File: src/shared/pic_pkg.sv
// Overview of operation
// Counter is 16 bits wide and is fed by the main operation clock; the capture input pin triggers captures.
// Capture mode samples the counter on input edges instead of comparing.
// Counter advances at the undivided main operation clock rate.
// Edge detector can select rising edges; here only rising edges count (edge_sel in the code also selects falling or both).
// Trigger source selectable so a valid pin edge causes the capture.
// Software writes 1 to the channel start bit to enable counting.
// Writing start clears the counter to 0000H, then counting begins.
// Every valid edge copies the counter into the capture register; the code skips an edge that falls in the cycle the start bit is written.
// Capture-complete interrupt is raised once the capture has finished.
// After each capture the counter clears to 0000H and keeps counting.
// Software discards the first capture after start; later ones are kept.
// Counter increments each clock and wraps from maximum to zero.
package pic_pkg;
  localparam int          CNT_W      = 16;
  localparam logic [15:0] CNT_CLEAR  = 16'h0000;
  localparam logic [15:0] CNT_STEP   = 16'h0001;
  localparam logic [15:0] CAP_RESET  = 16'h0000;

  // Edge selection codes
  localparam logic [1:0]  EDGE_FALL  = 2'h0;
  localparam logic [1:0]  EDGE_RISE  = 2'h1;
  localparam logic [1:0]  EDGE_BOTH  = 2'h2;

  // Capture trigger source codes
  localparam logic        TRIG_SOFT  = 1'h0;
  localparam logic        TRIG_PIN   = 1'h1;
endpackage : pic_pkg

File: src/pic_capture_channel.sv
`timescale 1ns/10ps
`default_nettype none
module pic_capture_channel #(
  parameter int CNT_W = pic_pkg::CNT_W
) (
  input  wire logic             core_clk,          // Main operation clock, 100 MHz
  input  wire logic             srst,              // Synchronous reset, active high
  input  wire logic             capture_input_pin, // Pulse input from outside
  input  wire logic             channel_start_bit, // One-cycle write of 1 starts channel
  input  wire logic             channel_stop_bit,  // One-cycle write of 1 stops channel
  input  wire logic             capture_mode,      // 1 capture, 0 compare
  input  wire logic [1:0]       edge_sel,          // Valid edge selection
  input  wire logic             trig_sel,          // Capture trigger source
  input  wire logic             soft_trigger,      // Software capture pulse
  output logic                  channel_enabled,   // Counting enabled
  output logic [CNT_W-1:0]      channel_count_register,   // Live count
  output logic [CNT_W-1:0]      channel_capture_register, // Last captured count
  output logic                  capture_complete_interrupt // One-cycle pulse
);
  logic             edge_pulse;
  logic             trigger;
  logic             run_reg;
  logic [CNT_W-1:0] cnt_reg;
  logic [CNT_W-1:0] cnt_next;
  logic [CNT_W-1:0] cap_reg;
  logic             irq_reg;

  pic_edge_detect u_edge (
    .core_clk  (core_clk),
    .srst      (srst),
    .pin_async (capture_input_pin),
    .edge_sel  (edge_sel),
    .edge_pulse(edge_pulse)
  );

  // Only the pin edge triggers in pin mode; soft trigger kept for other setups
  assign trigger = run_reg & capture_mode &
                   ((trig_sel == pic_pkg::TRIG_PIN) ? edge_pulse : soft_trigger);

  always_ff @(posedge core_clk) begin
    if (srst) begin
      run_reg <= 1'b0;
    end else if (channel_start_bit) begin
      run_reg <= 1'b1;
    end else if (channel_stop_bit) begin
      run_reg <= 1'b0;
    end
  end

  // Counter ticks every clock: no prescaler in this configuration
  always_comb begin
    if (channel_start_bit) begin
      cnt_next = CNT_W'(pic_pkg::CNT_CLEAR);
    end else if (!run_reg) begin
      cnt_next = cnt_reg;
    end else if (trigger) begin
      cnt_next = CNT_W'(pic_pkg::CNT_CLEAR);
    end else begin
      cnt_next = cnt_reg + CNT_W'(pic_pkg::CNT_STEP);
    end
  end

  always_ff @(posedge core_clk) begin
    if (srst) begin
      cnt_reg <= CNT_W'(pic_pkg::CNT_CLEAR);
    end else begin
      cnt_reg <= cnt_next;
    end
  end

  always_ff @(posedge core_clk) begin
    if (srst) begin
      cap_reg <= CNT_W'(pic_pkg::CAP_RESET);
    end else if (trigger && !channel_start_bit) begin
      cap_reg <= cnt_reg;
    end
  end

  // Interrupt fires with the capture register already updated
  always_ff @(posedge core_clk) begin
    if (srst) begin
      irq_reg <= 1'b0;
    end else begin
      irq_reg <= trigger && !channel_start_bit;
    end
  end

  assign channel_enabled            = run_reg;
  assign channel_count_register     = cnt_reg;
  assign channel_capture_register   = cap_reg;
  assign capture_complete_interrupt = irq_reg;
endmodule : pic_capture_channel
`default_nettype wire

File: src/pic_edge_detect.sv
`timescale 1ns/10ps
`default_nettype none
module pic_edge_detect (
  input  wire logic       core_clk,   // Main operation clock
  input  wire logic       srst,       // Synchronous reset
  input  wire logic       pin_async,  // Raw pin level
  input  wire logic [1:0] edge_sel,   // Valid edge selection
  output logic            edge_pulse  // One-cycle valid edge
);
  logic sync1_reg;
  logic sync2_reg;
  logic prev_reg;
  logic rise;
  logic fall;

  // Two-stage synchroniser; only sync2 reads sync1
  always_ff @(posedge core_clk) begin
    if (srst) begin
      sync1_reg <= 1'b0;
      sync2_reg <= 1'b0;
      prev_reg  <= 1'b0;
    end else begin
      sync1_reg <= pin_async;
      sync2_reg <= sync1_reg;
      prev_reg  <= sync2_reg;
    end
  end

  assign rise = sync2_reg & ~prev_reg;
  assign fall = ~sync2_reg & prev_reg;

  always_comb begin
    unique case (edge_sel)
      pic_pkg::EDGE_FALL: edge_pulse = fall;
      pic_pkg::EDGE_RISE: edge_pulse = rise;
      pic_pkg::EDGE_BOTH: edge_pulse = rise | fall;
      default:            edge_pulse = 1'b0;
    endcase
  end
endmodule : pic_edge_detect
`default_nettype wire

File: config.mk
export PLATFORM = sky130hd
export DESIGN_NAME = pic_capture_channel
export DESIGN_NICKNAME = d
export VERILOG_FILES = /design/src/shared/pic_pkg.sv /design/src/pic_capture_channel.sv /design/src/pic_edge_detect.sv
export SDC_FILE = /design/constraint.sdc
export NUM_CORES = 1
export LEC_CHECK = 0
export ABC_CLOCK_PERIOD_IN_PS = 2700
export CAP_MARGIN = 20
export CELL_PAD_IN_SITES_DETAIL_PLACEMENT = 1
export CELL_PAD_IN_SITES_GLOBAL_PLACEMENT = 1
export CORE_MARGIN = 2
export CORE_UTILIZATION = 49
export CTS_CLUSTER_DIAMETER = 200
export DETAILED_ROUTE_END_ITERATION = 6
export DONT_BUFFER_PORTS = 1
export PLACE_DENSITY = 0.92
export SYNTH_ARGS = -nofsm -noshare
export SYNTH_HDL_FRONTEND = slang
export SYNTH_HIERARCHICAL = 1
export SYNTH_SLANG_ARGS = --single-unit
File: constraint.sdc
create_clock -name core_clk -period 2.7 [get_ports core_clk]
set_input_delay 0.54 -clock core_clk [delete_from_list [all_inputs] [get_ports core_clk]]
set_output_delay 0.54 -clock core_clk [all_outputs]
set_load 0.03 [all_outputs]
==> flow_summary.ini, run 1 <==
[placement]
dp_hpwl_mm = 3.08
dpl_worst_slack_ns = 0.662
place_inst = 225
place_congestion = 0.744
io_buffers = 0

[final_layout]
multi_input_area_sq_um = 913
fin_util_pct = 54.5
final_cells = 233
final_cell_mix = dfxtp_1 (37), nand2b_1 (35), mux2i_1 (22)
drive_above_1_share_pct = 8.02
area_delta_synth_final_pct = 6.16
nets = 199
fill_cells = 419
final_common_cell = dfxtp_1
regArea_sq_um = 741
diodes = 0

[drt]
ant_nets = 0
firstDrtPassIters = 4
wl_per_cell_um = 18.0
drcViolationCount = 0
vias_per_cell = 5.75
vias = 1339
wl_mm = 4.21
drt_iter0_drc = 50

[clock_tree]
cts_hold_buf = 0
clk_path_buf_depth = 2
cts-root-buf = clkbuf_4
cts_setup_buffers = 0
htree_levels = 2
cts_resized = 0
cts_buffers = 5
cts_sinks = 37
clk_pin_slew_ns = 0.11
cts_tree = built
clk_latency_ns = 0.35

[global_routing]
grtUsageTotal_pct = 22.8
grt_pass1_wl_mm = 7.11
grt_max_degree = 43
grt_antenna_before_repair = 0
grt_overflow = 0
grt_pass1_vias = 1438

[floorplanning]
initial_core_util_pct = 51.4
die_x_um = 63.4
io-pin-count = 44
core-area_sq_um = 3360
die_h_um = 63.4
row_count = 21
dieArea_sq_um = 4020

[synth]
syn-cell-area_sq_um = 1730
seq_area_frac_synth_pct = 42.9
syn_inst = 185
synth_warnings = 6
synth.avg_cell_area_sq_um = 9.34
ys_ff_latch = 37
yosys.cell_types.count = 28
synth.net_count = 198

[timing]
worst_pin_slew_ns = 0.744
max_freq_ghz = 0.486
skew_ns = 0.0102
rsz0062_at_grt = false
post-route-period-util_pct = 76.2
setup_tns_ns = 0
relSlewSlack_pct = 50.1
fin_crit_ns = 2.06
setup_viol = 0
slew_violations = 0
fin_ws_ns = 0.644
finalHoldViolations = 0

[critical_path]
worstPathCellList = inv_1 -> ha_1 -> o22ai_1 -> mux2i_1 -> buf_4 -> nor3_4 -> buf_4 -> mux2i_1
cp-end-kind = flop
cp.arrival_ns = 2.34
path_class = flop to flop
cp.required_ns = 2.98
crit_path_top_delay_cell = dfxtp_1
startpoint_type = flop
max_stage_delay_ns = 0.37
critPathMaxFanout = 13

[pwr]
vdd_drop_max_mv = 0.251
p_leak_nw = 0.563
power_mw = 0.928
power_density_nw_per_um2 = 506

[run_status]
status = finished clean

[flow_run]
maxCapViolations = 0

[worst_hold_path]
hold_path.class = input pin to flop
[logic make-up after synthesis]
logic type | Yosys count | share of synthesized area, %
and+or+nand+nor | 76 | 26.5
xor gates and xnor gates | 3 | 1.52
DFF | 37 | 42.9
adders and majority gates | 3 | 2.17
muxes | 22 | 12.7
AOI/OAI and AO/OA | 29 | 9.92
buffers and inverters | 15 | 4.27
[synth_stat cells (all sizes together)]
master,count,share of area (%)
a21boi,2,0.87
a21oi,8,2.3
buf,5,2.1
clkbuf,6,1.3
dfxtp,37,43
ha,3,2.2
inv,4,0.87
mux2i,22,13
nand2,5,1.1
nand2b,35,13
nand3,4,1.2
nand4,6,2.5
nor2,6,1.3
nor2b,3,1.1
nor3,5,2.1
nor4,5,1.8
o211ai,5,2.2
o21ai,10,2.9
o22ai,1,0.36
o31ai,3,1.3
or3,4,1.4
or4,3,1.3
xor2,3,1.5
[metrics by stage]
step	area, sq um	hold slack, ns
2_1_floorplan	1730	0.414
3_3_place_gp	1760	0.419
3_5_place_dp	1760	0.444
4_1_cts	1830	0.234
5_1_grt	1830	0.216
6_report	1830	0.249
[area by class of cell]
class / instances / share of cell area, %
Sequential cell: 37 / 40.4
Clock inverter: 1 / 0.273
Tap cell: 46 / 3.14
Timing Repair Buffer: 5 / 2.05
Multi-Input combinational cell: 133 / 49.8
Clock buffer: 7 / 3.55
Inverter: 4 / 0.819
[critical path: cells and delay by family (launching register included)]
family / cells / cell delay, ns
flops: 1 / 0.37
compound gates: 1 / 0.11
fa+ha+maj: 1 / 0.29
buf+inv: 3 / 0.58
simple gates: 1 / 0.31
mux: 2 / 0.32
[report_power, final]
part           switching [mW]  internal (mW)
clock                   0.180          0.151
combinational          0.0220         0.0199
sequential            0.00617          0.549
[metal layers]
layer  vias to the layer above  share of wire, %  track usage, %
li1                        651                 -               -
met1                       647                40            24.7
met2                        33                52            40.1
met3                         8               6.2            8.39
met4                         0               2.0            8.42
met5                         -                 0               0
[path summary, 6_finish.rpt]
check	start	to	slack [ns]	cells past startpoint
setup / recovery	u_edge/sync2_reg	channel_capture_register[6]	0.64	8
setup reg to reg	u_edge/sync2_reg	channel_capture_register[6]	0.64	8
hold reg to reg	u_edge/sync1_reg	u_edge/sync2_reg	0.46	1
hold / removal	srst	u_edge/sync2_reg	0.25	1
Power figures use the tool's default switching activity.
==> run 2, diff against run 1 <==
--- a/config.mk
+++ b/config.mk
@@ -5,16 +5,16 @@
 export SDC_FILE = /design/constraint.sdc
 export NUM_CORES = 1
 export LEC_CHECK = 0
-export ABC_CLOCK_PERIOD_IN_PS = 2700
+export ABC_CLOCK_PERIOD_IN_PS = 1700
 export CAP_MARGIN = 20
 export CELL_PAD_IN_SITES_DETAIL_PLACEMENT = 1
 export CELL_PAD_IN_SITES_GLOBAL_PLACEMENT = 1
 export CORE_MARGIN = 2
-export CORE_UTILIZATION = 49
+export CORE_UTILIZATION = 41
 export CTS_CLUSTER_DIAMETER = 200
 export DETAILED_ROUTE_END_ITERATION = 6
 export DONT_BUFFER_PORTS = 1
-export PLACE_DENSITY = 0.92
+export PLACE_DENSITY = 0.84
 export SYNTH_ARGS = -nofsm -noshare
 export SYNTH_HDL_FRONTEND = slang
 export SYNTH_HIERARCHICAL = 1
==> constraint.sdc (replaced) <==
create_clock -name core_clk -period 1.7 [get_ports core_clk]
set_input_delay 0.34 -clock core_clk [delete_from_list [all_inputs] [get_ports core_clk]]
set_output_delay 0.34 -clock core_clk [all_outputs]
set_load 0.03 [all_outputs]
==> run 2 against run 1 <==
Effect of this change:
- utilization shrank 3.0 points
- clock power increased by 81%
- cell area is 13% higher
- combinational power rose by 130%
- the run now ends with negative setup slack left
- worst hold slack worse by 0.15 ns
- power is 70% higher
- critical path type unchanged
- critical path depth increased by 1
- global-route usage down 2.0 points
- clock skew is 0.0060 ns lower
- sequential power grew 59%
- largest power group unchanged
- count of clock-buffer cells in the layout fell by 1
==> flow_summary.ini, run 2 (synthesized netlist as in run 1, its figures left out) <==
[global_routing]
grtUsageTotal_pct = 20.7
grt_pass1_vias = 1482
grt_max_degree = 43
grt_overflow = 0
grt_pass1_wl_mm = 7.04
grt_antenna_before_repair = 0

[final_layout]
nets = 220
regArea_sq_um = 743
final_cell_mix = nand2b_1 (35), dfxtp_1 (35), buf_4 (21)
final_cells = 258
fill_cells = 465
diodes = 0
drive_above_1_share_pct = 21.6
fin_util_pct = 51.5
multi_input_area_sq_um = 956
area_delta_synth_final_pct = 20.1

[clock_tree]
clk_pin_slew_ns = 0.07
clk_latency_ns = 0.29
clk_path_buf_depth = 2
cts_sinks = 37
cts_buffers = 5
cts_tree = built
htree_levels = 2
cts-root-buf = clkbuf_8

[critical_path]
cp-end-kind = flop
path_class = flop to flop
startpoint_type = flop
r2r_start = u_edge/sync2_reg
cp.arrival_ns = 1.93
critPathLaunch = u_edge/sync2_reg
critPathMaxFanout = 12
cp.required_ns = 1.92

[timing]
setup_viol = 2
fin_crit_ns = 1.71
post-route-period-util_pct = 101
skew_ns = 0.00415
fin_ws_ns = -0.0114
worst_pin_slew_ns = 0.466
max_freq_ghz = 0.584
finalHoldViolations = 0
relSlewSlack_pct = 68.9
slew_violations = 0
rsz0062_at_grt = true

[floorplanning]
initial_core_util_pct = 42.9
core-area_sq_um = 4030
die_h_um = 68.9
die_x_um = 68.9
dieArea_sq_um = 4750
io-pin-count = 44
row_count = 23

[drt]
drt_iter0_drc = 75
vias = 1444
ant_nets = 0
drcViolationCount = 0
wl_mm = 4.57
wl_per_cell_um = 17.7
vias_per_cell = 5.60
firstDrtPassIters = 4

[worst_hold_path]
hold_path.class = input pin to flop
hp-start = srst

[placement]
place_inst = 247
place_congestion = 0.746
io_buffers = 0
dp_hpwl_mm = 3.21

[run_status]
status = finished, violations left
violations = negative setup slack

[flow_run]
maxCapViolations = 0

[pwr]
p_leak_nw = 0.682
vdd_drop_max_mv = 0.549
power_density_nw_per_um2 = 760
==> run 2: cell count changes in the layout (fill, tap and decap cells not counted), moves of 2 or more <==
cell      previous run  this run
buf_6                0         3
inv_2                0         2
mux2i_2              0         2
buf_4                5        21
dfxtp_1             37        35
clkbuf_8             2         5
mux2i_1             22        20
clkbuf_4             5         0
ha_4                 0         2
inv_1                4         2
ha_1                 3         1
dfxtp_2              0         2
==> run 2: stage by stage <==
| step | setup TNS [ns] | area [sq um] | hold slack (ns) | setup WS (ns) | power, mW |
|---|---|---|---|---|---|
| floorplan | 0 | 1730 | 0.407 | 0.00869 | 0.965 |
| global placement | 0 | 1920 | 0.410 | 0.0573 | 0.972 |
| finish | -0.0133 | 2080 | 0.100 | -0.0114 | 1.58 |
| CTS | -0.287 | 2040 | 0.0907 | -0.0517 | 1.58 |
| global route | -2.49 | 2080 | 0.0876 | -0.118 | 1.64 |
| detailed placement | -1.79 | 1920 | 0.418 | -0.135 | 0.978 |
==> run 2: path summary, 6_finish.rpt <==
check / to / slack, ns / depth (start not counted)
max: channel_capture_register[8] / -0.01 / 9
min: u_edge/sync2_reg / 0.10 / 1
max reg2reg: channel_capture_register[8] / -0.01 / 9
min reg2reg: u_edge/sync2_reg / 0.44 / 1
==> run 2: layout make-up <==
cell class,instances,share of cell area (%)
flip-flops and latches,37,35.8
well taps,50,3.01
clock buffers,6,3.50
inverters,4,0.723
multi-input cells,133,46.1
repair buffers,26,10.4
clock inverters,2,0.482
==> run 2: what timing repair did <==
action                                  CTS  global route
hold buffers                              0             0
cloned                                    0             1
setup buffers                             2             0
endpoints found under the setup margin   30            32
gates resized for setup                   7             9
==> run 2: power by group <==
| part | switching, mW | internal, mW | total, mW |
|---|---|---|---|
| logic | 0.0466 | 0.0513 | 0.0979 |
| registers | 0.00784 | 0.872 | 0.880 |
| clock network | 0.315 | 0.284 | 0.599 |
| total | 0.370 | 1.21 | 1.58 |
==> run 2: critical path: stages, from the launching register on <==
cell     delay [ns]
dfxtp_2        0.34
inv_2          0.08
ha_4           0.13
mux2i_2        0.06
o22ai_2        0.16
mux2i_2        0.12
buf_6          0.15
nor3_4         0.19
buf_12         0.19
mux2i_1        0.20
==> run 2: per-layer routing <==
metal  vias to the layer above  global-route usage [%]  share of wire (%)
met2                        32                    36.4                 52
met4                         0                    8.82                1.5
met5                         -                       0                  0
met3                         4                    6.66                4.9
li1                        694                       -                  -
met1                       714                    22.9                 41
